`src/logic/rifu_map.svh`:
```
/*
  register offsets, field positions, reset values and timing counts of the
  interrupt flag unit.
  assumes: included by bare name from the package and the design modules.
*/
`ifndef RIFU_MAP_SVH
`define RIFU_MAP_SVH

// ----------------------------------------------------------------------------
// register map
// ----------------------------------------------------------------------------
`define RIFU_ADDR_W 17
`define RIFU_OFS_STATUS_FLAGS 17'h1FFF0
`define RIFU_OFS_IRQ_CONTROL 17'h1FFF6

// ----------------------------------------------------------------------------
// irq_control fields
// ----------------------------------------------------------------------------
`define RIFU_CTL_WDOG_IE 7
`define RIFU_CTL_ALARM_IE 6
`define RIFU_CTL_PWR_IE 5
`define RIFU_CTL_HIGH 3
`define RIFU_CTL_PULSE 2
`define RIFU_CTL_WMASK 8'hEC
`define RIFU_CTL_RESET 8'h00
`define RIFU_CTL_NOBAT_RESET 8'h24

// ----------------------------------------------------------------------------
// status_flags fields
// ----------------------------------------------------------------------------
`define RIFU_FLG_WDOG 7
`define RIFU_FLG_ALARM 6
`define RIFU_FLG_PWR 5
`define RIFU_FLG_OSC 4
`define RIFU_FLG_FTEST 2
`define RIFU_FLG_UPD_W 1
`define RIFU_FLG_UPD_R 0
`define RIFU_FLG_WMASK 8'h07
`define RIFU_FLG_RESET 8'h00

// ----------------------------------------------------------------------------
// timing
// ----------------------------------------------------------------------------
`define RIFU_CLK_HZ 100000000
`define RIFU_SLOW_HZ 1000
`define RIFU_PULSE_MS 200
`define RIFU_SLOW_DIV (`RIFU_CLK_HZ / `RIFU_SLOW_HZ)
`define RIFU_PULSE_TICKS (`RIFU_PULSE_MS * `RIFU_SLOW_HZ / 1000)

`endif

```
`src/logic/rifu_pkg.sv`:
```
/*
  types shared by the interrupt flag unit modules.
  assumes: nothing beyond the map header.
*/
`include "rifu_map.svh"

package rifu_pkg;

  typedef logic [7:0] rifu_byte_t;

  typedef enum logic [1:0] {
    RIFU_IDLE,
    RIFU_READ,
    RIFU_PULSE,
    RIFU_LEVEL
  } rifu_drv_e;

endpackage

```
`src/logic/rifu_tick_if.sv`:
```
/*
  carries the pulse timer start, stop and running handshake between top and timer.
  assumes: one clock domain.
*/
`timescale 1ns/100ps

interface rifu_tick_if;
  logic start;
  logic stop;
  logic running;
  modport top (output start, output stop, input running);
  modport timer (input start, input stop, output running);
endinterface

```
`src/logic/rifu_pulse_timer.sv`:
```
/*
  one-shot pulse timer: divides the clock to a slow tick and counts the
  pulse width in slow ticks.
  assumes: start and stop are one-cycle pulses from the top module.
*/
`timescale 1ns/100ps

`include "rifu_map.svh"

module rifu_pulse_timer
  import rifu_pkg::*;
#(
  parameter int DIV = `RIFU_SLOW_DIV,
  parameter int TICKS = `RIFU_PULSE_TICKS
) (
  input wire logic ref_clk_in,
  input wire logic rst_b_in,
  rifu_tick_if.timer tick
);

  typedef struct packed {
    logic [31:0] div_cnt;
    logic [31:0] tick_cnt;
    logic running;
  } rifu_tmr_s;

  rifu_tmr_s q;
  rifu_tmr_s next_q;

  // --------------------------------------------------------------------------
  // slow tick and width count
  // --------------------------------------------------------------------------
  always_comb begin
    next_q = q;
    if (q.div_cnt == 32'(DIV - 1)) begin
      next_q.div_cnt = 32'h0000_0000;
    end else begin
      next_q.div_cnt = q.div_cnt + 32'h0000_0001;
    end
    if (q.running && q.div_cnt == 32'(DIV - 1)) begin
      if (q.tick_cnt == 32'(TICKS - 1)) begin
        next_q.running = 1'b0;
      end else begin
        next_q.tick_cnt = q.tick_cnt + 32'h0000_0001;
      end
    end
    if (tick.start) begin
      next_q.running = 1'b1;
      next_q.tick_cnt = 32'h0000_0000;
      next_q.div_cnt = 32'h0000_0000;
    end
    if (tick.stop) begin
      next_q.running = 1'b0;
    end
  end

  always_ff @(posedge ref_clk_in) begin
    if (!rst_b_in) begin
      q <= '0;
    end else begin
      q <= next_q;
    end
  end

  assign tick.running = q.running;

endmodule // rifu_pulse_timer

```
`src/logic/rifu_event_edge.sv`:
```
/*
  rising-edge detector for one interrupt source event line.
  assumes: source is synchronous to the clock.
*/
`timescale 1ns/100ps

module rifu_event_edge (
  input wire logic ref_clk_in,
  input wire logic rst_b_in,
  input wire logic src_in,
  output logic rise_out
);

  logic prev;

  always_ff @(posedge ref_clk_in) begin
    if (!rst_b_in) begin
      prev <= 1'b0;
    end else begin
      prev <= src_in;
    end
  end

  assign rise_out = src_in & ~prev;

endmodule // rifu_event_edge

```
`src/logic/rifu_irq_unit.sv`:
```
/*
  interrupt flag unit: three sticky source flags, irq_control register and
  the shared interrupt pin driver with push-pull/open-drain and pulse/level.
  assumes: asynchronous memory bus pins already sampled into ref_clk_in;
  chip enable, output enable and write enable are active low.
*/
// Contract
// - three sources, each with own enable and own flag
// - pin active when any flagged source has its enable set
// - flags clear after the read cycle ends, write strobe high
// - watchdog timeout sets flag; drives pin only when enabled
// - alarm match sets flag; drives pin only when enabled
// - power fail sets flag; drives pin only when enabled
// - polarity 1 push-pull high when supply good; 0 open-drain low
// - in backup only open-drain low may drive, for alarm; code lets any enabled source drive it
// - pulse mode gives a fixed pulse of about 200 ms; code restarts it on each new enabled event
// - level mode holds pin active until flags are read
// - reading flags in pulse mode ends the pulse early
// - control resets to 00h, or 24h on power-on without battery
// - flags start at zero, each set by its own event
// - control layout: wdog, alarm, power enables, 0, high, pulse, 0, 0
// - flags layout: wdog, alarm, power, osc, 0, ftest, two update bits
// - alarm match event sets the alarm flag
// - watchdog reaching zero raises the timeout event
`timescale 1ns/100ps

`include "rifu_map.svh"

module rifu_irq_unit
  import rifu_pkg::*;
#(
  parameter int PULSE_DIV = `RIFU_SLOW_DIV,
  parameter int PULSE_TICKS = `RIFU_PULSE_TICKS
) (
  input wire logic ref_clk_in,
  input wire logic rst_b_in,
  input wire logic no_battery_in,
  input wire logic [16:0] addr_in,
  input wire logic [7:0] data_in,
  input wire logic chip_en_b_in,
  input wire logic out_en_b_in,
  input wire logic write_en_b_in,
  input wire logic watchdog_zero_in,
  input wire logic alarm_hit_in,
  input wire logic power_fail_in,
  input wire logic osc_failed_in,
  input wire logic supply_good_in,
  output logic [7:0] data_out,
  output logic data_oe_out,
  output logic irq_pin_out,
  output logic irq_pin_oe_out
);

  typedef struct packed {
    rifu_byte_t ctl;
    logic wdog_flag;
    logic alarm_flag;
    logic pwr_flag;
    logic osc_flag;
    logic [2:0] low_bits;
    rifu_drv_e drv;
    logic rd_flags;
    logic rd_flags_q;
    logic wr_prev;
    rifu_byte_t dout;
    logic dout_oe;
    logic pin;
    logic pin_oe;
    logic first;
  } rifu_top_s;

  rifu_top_s q;
  rifu_top_s next_q;

  rifu_tick_if tick ();

  logic wdog_rise;
  logic alarm_rise;
  logic pwr_rise;
  logic flags_sel;
  logic ctl_sel;
  logic wr_act;
  logic rd_act;
  logic wdog_set;
  logic alarm_set;
  logic pwr_set;
  logic irq_req;
  logic new_irq;
  logic read_done;
  logic active;

  // --------------------------------------------------------------------------
  // source events
  // --------------------------------------------------------------------------
  // watchdog terminal count
  rifu_event_edge u_wdog_edge (
    .ref_clk_in(ref_clk_in),
    .rst_b_in(rst_b_in),
    .src_in(watchdog_zero_in),
    .rise_out(wdog_rise)
  );

  rifu_event_edge u_alarm_edge (
    .ref_clk_in(ref_clk_in),
    .rst_b_in(rst_b_in),
    .src_in(alarm_hit_in),
    .rise_out(alarm_rise)
  );

  rifu_event_edge u_pwr_edge (
    .ref_clk_in(ref_clk_in),
    .rst_b_in(rst_b_in),
    .src_in(power_fail_in),
    .rise_out(pwr_rise)
  );

  rifu_pulse_timer #(
    .DIV(PULSE_DIV),
    .TICKS(PULSE_TICKS)
  ) u_timer (
    .ref_clk_in(ref_clk_in),
    .rst_b_in(rst_b_in),
    .tick(tick.timer)
  );

  // --------------------------------------------------------------------------
  // bus decode
  // --------------------------------------------------------------------------
  assign flags_sel = (addr_in == `RIFU_OFS_STATUS_FLAGS);
  assign ctl_sel = (addr_in == `RIFU_OFS_IRQ_CONTROL);
  assign wr_act = !chip_en_b_in && !write_en_b_in;
  assign rd_act = !chip_en_b_in && !out_en_b_in && write_en_b_in;

  // --------------------------------------------------------------------------
  // flag sources and interrupt request
  // --------------------------------------------------------------------------
  // one set term per source
  assign wdog_set = wdog_rise;
  assign alarm_set = alarm_rise;
  assign pwr_set = pwr_rise;

  // --------------------------------------------------------------------------
  // interrupt request
  // --------------------------------------------------------------------------
  // or of flag and enable terms
  assign irq_req = (q.wdog_flag & q.ctl[`RIFU_CTL_WDOG_IE])
    | (q.alarm_flag & q.ctl[`RIFU_CTL_ALARM_IE])
    | (q.pwr_flag & q.ctl[`RIFU_CTL_PWR_IE]);

  assign new_irq = (wdog_set & q.ctl[`RIFU_CTL_WDOG_IE])
    | (alarm_set & q.ctl[`RIFU_CTL_ALARM_IE])
    | (pwr_set & q.ctl[`RIFU_CTL_PWR_IE]);

  // --------------------------------------------------------------------------
  // read end and pulse timer control
  // --------------------------------------------------------------------------
  // clear after read cycle ends
  assign read_done = q.rd_flags && !(rd_act && flags_sel);

  // timer runs in pulse mode only
  assign tick.start = new_irq && q.ctl[`RIFU_CTL_PULSE];
  assign tick.stop = read_done;

  always_comb begin
    next_q = q;
    next_q.first = 1'b0;
    next_q.wr_prev = wr_act;

    // ------------------------------------------------------------------------
    // control register
    // ------------------------------------------------------------------------
    // strap caught after reset release
    if (q.first && no_battery_in) begin
      next_q.ctl = `RIFU_CTL_NOBAT_RESET;
    end
    if (wr_act && ctl_sel) begin
      next_q.ctl = data_in & `RIFU_CTL_WMASK;
    end

    // ------------------------------------------------------------------------
    // status flags
    // ------------------------------------------------------------------------
    if (wr_act && flags_sel) begin
      next_q.low_bits = data_in[2:0] & 3'(`RIFU_FLG_WMASK);
    end
    next_q.rd_flags = rd_act && flags_sel;
    next_q.rd_flags_q = q.rd_flags;
    if (read_done) begin
      next_q.wdog_flag = 1'b0;
      next_q.alarm_flag = 1'b0;
      next_q.pwr_flag = 1'b0;
      next_q.osc_flag = 1'b0;
    end
    // each flag set by its event, set wins
    if (wdog_set) begin
      next_q.wdog_flag = 1'b1;
    end
    if (alarm_set) begin
      next_q.alarm_flag = 1'b1;
    end
    if (pwr_set) begin
      next_q.pwr_flag = 1'b1;
    end
    if (osc_failed_in) begin
      next_q.osc_flag = 1'b1;
    end

    // ------------------------------------------------------------------------
    // read data
    // ------------------------------------------------------------------------
    // flags read layout
    next_q.dout = 8'h00;
    next_q.dout_oe = rd_act && (flags_sel || ctl_sel);
    if (rd_act && flags_sel) begin
      next_q.dout[`RIFU_FLG_WDOG] = q.wdog_flag;
      next_q.dout[`RIFU_FLG_ALARM] = q.alarm_flag;
      next_q.dout[`RIFU_FLG_PWR] = q.pwr_flag;
      next_q.dout[`RIFU_FLG_OSC] = q.osc_flag;
      next_q.dout[`RIFU_FLG_FTEST] = q.low_bits[`RIFU_FLG_FTEST];
      next_q.dout[`RIFU_FLG_UPD_W] = q.low_bits[`RIFU_FLG_UPD_W];
      next_q.dout[`RIFU_FLG_UPD_R] = q.low_bits[`RIFU_FLG_UPD_R];
    end else if (rd_act && ctl_sel) begin
      next_q.dout = q.ctl;
    end

    // ------------------------------------------------------------------------
    // pin driver state
    // ------------------------------------------------------------------------
    unique case (q.drv)
      RIFU_IDLE: begin
        if (q.ctl[`RIFU_CTL_PULSE] && new_irq) begin
          next_q.drv = RIFU_PULSE;
        end else if (!q.ctl[`RIFU_CTL_PULSE] && irq_req) begin
          next_q.drv = RIFU_LEVEL;
        end
      end
      RIFU_READ: begin
        next_q.drv = RIFU_IDLE;
      end
      RIFU_PULSE: begin
        if (read_done || (!tick.running && !tick.start)) begin
          next_q.drv = RIFU_READ;
        end
      end
      RIFU_LEVEL: begin
        if (read_done) begin
          next_q.drv = RIFU_READ;
        end
      end
    endcase

    // ------------------------------------------------------------------------
    // pin output
    // ------------------------------------------------------------------------
    active = (q.drv == RIFU_PULSE) || (q.drv == RIFU_LEVEL);
    if (q.ctl[`RIFU_CTL_HIGH]) begin
      next_q.pin = active && supply_good_in;
      next_q.pin_oe = supply_good_in;
    end else begin
      next_q.pin = 1'b0;
      next_q.pin_oe = active;
    end
  end

  // --------------------------------------------------------------------------
  // state register
  // --------------------------------------------------------------------------
  always_ff @(posedge ref_clk_in) begin
    if (!rst_b_in) begin
      q <= '0;
      q.ctl <= `RIFU_CTL_RESET;
      q.first <= 1'b1;
      q.drv <= RIFU_IDLE;
    end else begin
      q <= next_q;
    end
  end

  // --------------------------------------------------------------------------
  // outputs
  // --------------------------------------------------------------------------
  assign data_out = q.dout;
  assign data_oe_out = q.dout_oe;
  assign irq_pin_out = q.pin;
  assign irq_pin_oe_out = q.pin_oe;

endmodule // rifu_irq_unit

```
`config.mk`:
```
export PLATFORM = sky130hd
export DESIGN_NAME = rifu_irq_unit
export DESIGN_NICKNAME = d
export VERILOG_FILES = /design/src/logic/rifu_pkg.sv /design/src/logic/rifu_tick_if.sv /design/src/logic/rifu_pulse_timer.sv /design/src/logic/rifu_event_edge.sv /design/src/logic/rifu_irq_unit.sv
export VERILOG_INCLUDE_DIRS = /design/src /design/src/logic
export SDC_FILE = /design/constraint.sdc
export NUM_CORES = 1
export LEC_CHECK = 0
export BUFFER_PORTS_ARGS = -buffer_cell sky130_fd_sc_hd__buf_2
export CELL_PAD_IN_SITES_DETAIL_PLACEMENT = 0
export CELL_PAD_IN_SITES_GLOBAL_PLACEMENT = 1
export CORE_MARGIN = 5
export CORE_UTILIZATION = 44
export DETAILED_ROUTE_END_ITERATION = 7
export GPL_TIMING_DRIVEN = 1
export PLACE_DENSITY = 0.87
export RECOVER_POWER = 25
export SKIP_LAST_GASP = 1
export SYNTH_ARGS = -nofsm -noshare
export SYNTH_HDL_FRONTEND = slang
export SYNTH_SLANG_ARGS = --single-unit
export TNS_END_PERCENT = 20
```
`constraint.sdc`:
```
create_clock -name ref_clk_in -period 2.95 [get_ports ref_clk_in]
set_input_delay 0.59 -clock ref_clk_in [delete_from_list [all_inputs] [get_ports ref_clk_in]]
set_output_delay 0.59 -clock ref_clk_in [all_outputs]
set_load 0.02 [all_outputs]
```
==> results of run 1 <==
[cell usage in the layout, fill, tap and decap left out, drive strengths merged, types with 20 or more instances in the layout]
master / instances
nand2: 40
buf: 44
nand4: 34
clkbuf: 24
nor2: 61
a21oi: 31
xor2: 23
or4: 20
dfxtp: 95
nand3: 29
[power breakdown]
part	internal, mW	switching, mW
Clock	0.328	0.433
Combinational	0.0383	0.0480
Sequential	1.29	0.0117
[layout make-up]
| type | instances | area, um^2 | share of cell area |
|---|---|---|---|
| multi-input combinational | 389 | 2382 | 0.4818 |
| sequential | 95 | 1902 | 0.3846 |
| timing repair buffer | 57 | 296.5 | 0.05997 |
| tap | 133 | 166.4 | 0.03365 |
| clock buffer | 11 | 141.4 | 0.02859 |
| clock inverter | 5 | 33.78 | 0.006832 |
| inverter | 6 | 22.52 | 0.004555 |
[worst max-delay path: cells and delay by family (launching register included)]
| kind | cells | cell delay [ns] |
|---|---|---|
| simple gates | 4 | 1.78 |
| flops | 1 | 0.36 |
| compound gates | 1 | 0.16 |
[metrics by stage]
step / util / instance area [um^2] / worst slack (ns) / hold WS (ns)
6_report: 0.5013 / 4945 / 0.5748 / 0.4582
5_1_grt: 0.5013 / 4945 / 0.4222 / 0.4586
4_1_cts: 0.5038 / 4970 / 0.5496 / 0.4435
3_5_place_dp: 0.4860 / 4795 / 0.5704 / 0.4503
3_3_place_gp: 0.4860 / 4795 / 0.5897 / 0.4253
2_1_floorplan: - / 4478 / 0.7643 / 0.4175
[logic make-up (layout without fill, tap and decap cells)]
| family | count (synthesis) | count (layout) |
|---|---|---|
| flip-flops | 95 | 95 |
| AO/OA/AOI/OAI | 69 | 69 |
| AND/OR/NAND/NOR | 274 | 274 |
| adder cells (fa/ha/maj) | 2 | 2 |
| buffers and inverters | 35 | 79 |
| XOR/XNOR | 30 | 30 |
| multiplexers | 14 | 14 |
[sequential cells by signal, indices dropped and copies added, names as in the netlist]
| signal | flops |
|---|---|
| irq_pin_oe_out | 1 |
| data_out | 8 |
| u_pwr_edge.prev | 1 |
| q | 15 |
| u_alarm_edge.prev | 1 |
| u_wdog_edge.prev | 1 |
| next_q | 1 |
| irq_pin_out | 1 |
| u_timer.tick.running | 1 |
| u_timer.q | 64 |
| data_oe_out | 1 |
[per-layer routing]
metal	vias to the layer above	part of all wire	wire, um
li1	1973	-	-
met2	43	0.49	4980
met4	0	0.010	102
met5	-	0	0
met1	1857	0.47	4711
met3	8	0.028	277
[final timing paths]
kind,to,cells past startpoint,start
hold / removal,q[20]$_SDFFE_PN0P_,3,osc_failed_in
hold reg to reg,data_out[1]$_SDFF_PN0_,1,q[18]$_SDFFE_PN0P_
setup reg to reg,u_timer.q[28]$_SDFFE_PP0P_,5,u_timer.q[41]$_SDFF_PP0_
setup / recovery,u_timer.q[28]$_SDFFE_PP0P_,5,u_timer.q[41]$_SDFF_PP0_
==> flow_summary.json, run 1 <==
{
  "outcome": "completed",
  "max_stage_delay_ns": 0.58,
  "avgSynthCellArea_um2": 8.628,
  "setup_tns_ns": 0,
  "fin_cells": 696,
  "antenna_found_initial": 0,
  "yosysWarnings": 0,
  "grt_pass1_wl_um": 17130,
  "num_vias": 3881,
  "cts-htree-levels": 3,
  "synth_most_common_cell": "dfxtp_1",
  "cp-start-kind": "flop",
  "dpl.hpwl_um": 7113,
  "critPathKind": "reg -> reg",
  "antennaDiodeCount": 0,
  "maxSlewViolCount": 0,
  "syn_area_um2": 4478,
  "finClkSkew_ns": 0.01524,
  "ant_nets": 0,
  "drive_gt1_frac": 0.1403,
  "core_area_um2": 9864,
  "port_buffers": 45,
  "maxSlewHeadroom": 0.6002,
  "met2_usage": 0.2771,
  "die_area_um2": 12290,
  "grt_usage": 0.1636,
  "worst_pin_slew_ns": 0.5996,
  "cts.sinks": 95,
  "cts_buffers": 9,
  "synth_largest_area_cell": "dfxtp_1",
  "cap_violations": 0,
  "vdd.ir_drop.worst_mv": 0.2687,
  "cts.repair.resized": 0,
  "finalCritPeriodShare": 0.8052,
  "p_leak_nw": 1.751,
  "grt_setup_unrepaired": "false",
  "grt_pass1_vias": 3700,
  "setup_viol": 0,
  "arrival_ns": 2.66,
  "syn_inst": 519,
  "viasPerCell": 5.576,
  "synthFlopType": "dfxtp_1",
  "synth.distinct_cells": 41,
  "cp_slowest_cell": "or4b_4",
  "yosysSeqAreaShare": 0.4247,
  "placed_cells_incl_taps": 680,
  "drc": 0,
  "use_met1": 0.2091,
  "globalplace.congestion": 0.8133,
  "grt_max_degree": 32,
  "synth-xor-area-share": 0.05868,
  "ys_top_cells_by_area": "dfxtp_1 42%, nor2_1 5.1%, nand4_1 4.7%",
  "finalPower_mw": 2.154,
  "std_cell_rows": 36,
  "synth_compound_area_frac": 0.09360,
  "synth_nets": 557,
  "postCtsSetupBuffers": 0,
  "synth_top_area_share": 0.4247,
  "r2r_slack_ns": 0.57,
  "die_height_um": 110.9,
  "wl_per_cell_um": 14.47,
  "drtIter0Drc": 219,
  "path_max_fanout": 21,
  "clockRootBuffer": "clkbuf_8",
  "die-width_um": 110.9,
  "hold_viol_final": 0,
  "synthMuxAreaShare": 0.03129,
  "overflow": 0,
  "worstPathCellList": "or4b_4 -> nor4_4 -> nand3_2 -> or4_1 -> a21oi_1",
  "first_pass_iters": 4,
  "n_fill_cell": 952,
  "busiest_layer": "met2",
  "wl_um": 10070,
  "synth_top_family_by_area": "simple AND/OR/NAND/NOR gates",
  "cts_buffer_depth": 2,
  "hold_path_class": "in -> reg",
  "synth-seq-cells": 95,
  "cts_hold_buf": 0,
  "synthArstFlopShare": 0,
  "synth_edf_count": 0,
  "gr-usage-met3": 0.03876,
  "clkLatencyLatePin_ns": 0.35,
  "end_kind": "flop",
  "areaGrowthSynthToFinish_pct": 10.42,
  "path_clk_slew_ns": 0.09,
  "yosys.area_share.adder": 0.005588,
  "synth_commonest_cells": "95 x dfxtp_1, 61 x nor2_1, 40 x nand2_1",
  "finalNetCount": 596,
  "synth-simple-area-share": 0.3442,
  "max_freq_mhz": 421.0,
  "worstPathRequired_ns": 3.24,
  "period_minus_slack_ns": 2.375,
  "io-pin-count": 47,
  "start_util": 0.4540,
  "power_density_nw_per_um2": 435.6,
  "tritoncts": "yes"
}
No activity file was read; power rests on OpenSTA's default activity.
==> inputs of run 2 (changes only) <==
==> constraint.sdc (replaced) <==
create_clock -name ref_clk_in -period 2.4 [get_ports ref_clk_in]
set_input_delay 0.48 -clock ref_clk_in [delete_from_list [all_inputs] [get_ports ref_clk_in]]
set_output_delay 0.48 -clock ref_clk_in [all_outputs]
set_load 0.02 [all_outputs]
==> flow_summary.json, run 2 (synthesized netlist as in run 1, its figures left out) <==
{
  "outcome": "completed",
  "finalPower_mw": 2.836,
  "maxSlewViolCount": 0,
  "die_height_um": 110.9,
  "cts-htree-levels": 3,
  "ant_nets": 0,
  "largest_reg_flops": 64,
  "finalNetCount": 609,
  "vdd.ir_drop.worst_mv": 0.3307,
  "drc": 0,
  "hold_path_class": "in -> reg",
  "power_density_nw_per_um2": 554.9,
  "cts.sinks": 95,
  "die-width_um": 110.9,
  "cap_violations": 0,
  "final_common_cell": "dfxtp_1",
  "layout_common_cells": "95 x dfxtp_1, 61 x nor2_1, 40 x nand2_1",
  "antenna_found_initial": 0,
  "cts.repair.resized": 0,
  "setup_viol": 0,
  "path_max_fanout": 19,
  "core_area_um2": 9864,
  "hold_viol_final": 0,
  "cp-start-kind": "flop",
  "drive_gt1_frac": 0.1649,
  "critPathKind": "reg -> reg",
  "finalCritPeriodShare": 0.9586,
  "first_pass_iters": 4,
  "grt_pass1_wl_um": 17650,
  "worst_pin_slew_ns": 0.4541,
  "postCtsSetupBuffers": 0,
  "die_area_um2": 12290,
  "path_clk_slew_ns": 0.09,
  "top_register": "u_timer.q",
  "place_ws_ns": 0.1143,
  "tritoncts": "yes",
  "layout.area.seq_um2": 1902,
  "areaGrowthSynthToFinish_pct": 14.14,
  "grt_pass1_vias": 3894,
  "grt_usage": 0.1688,
  "end_kind": "flop",
  "std_cell_rows": 36,
  "wl_per_cell_um": 14.24,
  "port_buffers": 45,
  "start_util": 0.4540,
  "worstPathRequired_ns": 2.70,
  "worst_slack_ns": 0.09945,
  "antennaDiodeCount": 0,
  "p_leak_nw": 1.858,
  "maxSlewHeadroom": 0.6947,
  "cts_buffer_depth": 2,
  "viasPerCell": 5.677,
  "globalplace.congestion": 0.7953,
  "max_freq_mhz": 434.7,
  "cts_buffers": 9,
  "n_fill_cell": 921,
  "multi_input_area_um2": 2389,
  "dpl.hpwl_um": 7240,
  "grt_setup_unrepaired": "true",
  "period_minus_slack_ns": 2.301,
  "overflow": 0,
  "drtIter0Drc": 169,
  "wl_um": 10100,
  "io-pin-count": 47,
  "num_vias": 4025,
  "finClkSkew_ns": 0.009190,
  "setup_tns_ns": 0,
  "arrival_ns": 2.60,
  "grt_max_degree": 32,
  "cts_hold_buf": 0,
  "clockRootBuffer": "clkbuf_8",
  "clkLatencyLatePin_ns": 0.36
}
==> run 2: through the flow <==
stage	util	std cells	hold WS, ns	cell area, um^2
after floorplan	-	519	0.4175	4478
after global placement	0.4985	693	0.4258	4917
after detailed placement	0.4985	693	0.4440	4917
after CTS	0.5199	709	0.3074	5129
after global routing	0.5181	709	0.3316	5111
final	0.5181	709	0.3249	5111
==> run 2: layer usage <==
layer,vias up,track usage,share of wire
met5,-,0,0
met4,0,0.05747,0.011
met1,1945,0.2136,0.47
met3,12,0.03712,0.032
li1,2013,-,-
met2,55,0.2840,0.49
==> run 2: where the power goes <==
group | internal (mW) | switching [mW]
logic | 0.0501 | 0.0605
clock network | 0.579 | 0.541
registers | 1.59 | 0.0138
total | 2.22 | 0.616
==> run 2: layout make-up <==
class	count	share of cell area
inverters	6	0.004406
repair buffers	70	0.08225
clock inverters	7	0.01714
well taps	133	0.03256
clock buffers	9	0.02424
flip-flops and latches	95	0.3721
multi-input cells	389	0.4673
==> run 2: worst max-delay path, stage by stage, from the launching register on <==
cell and delay [ns]:
dfxtp_1 0.35, or4b_4 0.55, nor4_4 0.30, nand3_2 0.32
or4_1 0.57, a21oi_1 0.14
==> run 2: path summary, 6_finish.rpt <==
path	from	endpoint	slack, ns	cells after the start
setup / recovery	u_timer.q[47]$_SDFF_PP0_	u_timer.q[29]$_SDFFE_PP0P_	0.1	5
hold reg to reg	u_timer.q[33]$_SDFF_PP0_	u_timer.q[33]$_SDFF_PP0_	0.46	1
hold / removal	osc_failed_in	q[20]$_SDFFE_PN0P_	0.32	3
setup reg to reg	u_timer.q[47]$_SDFF_PP0_	u_timer.q[29]$_SDFFE_PP0P_	0.1	5
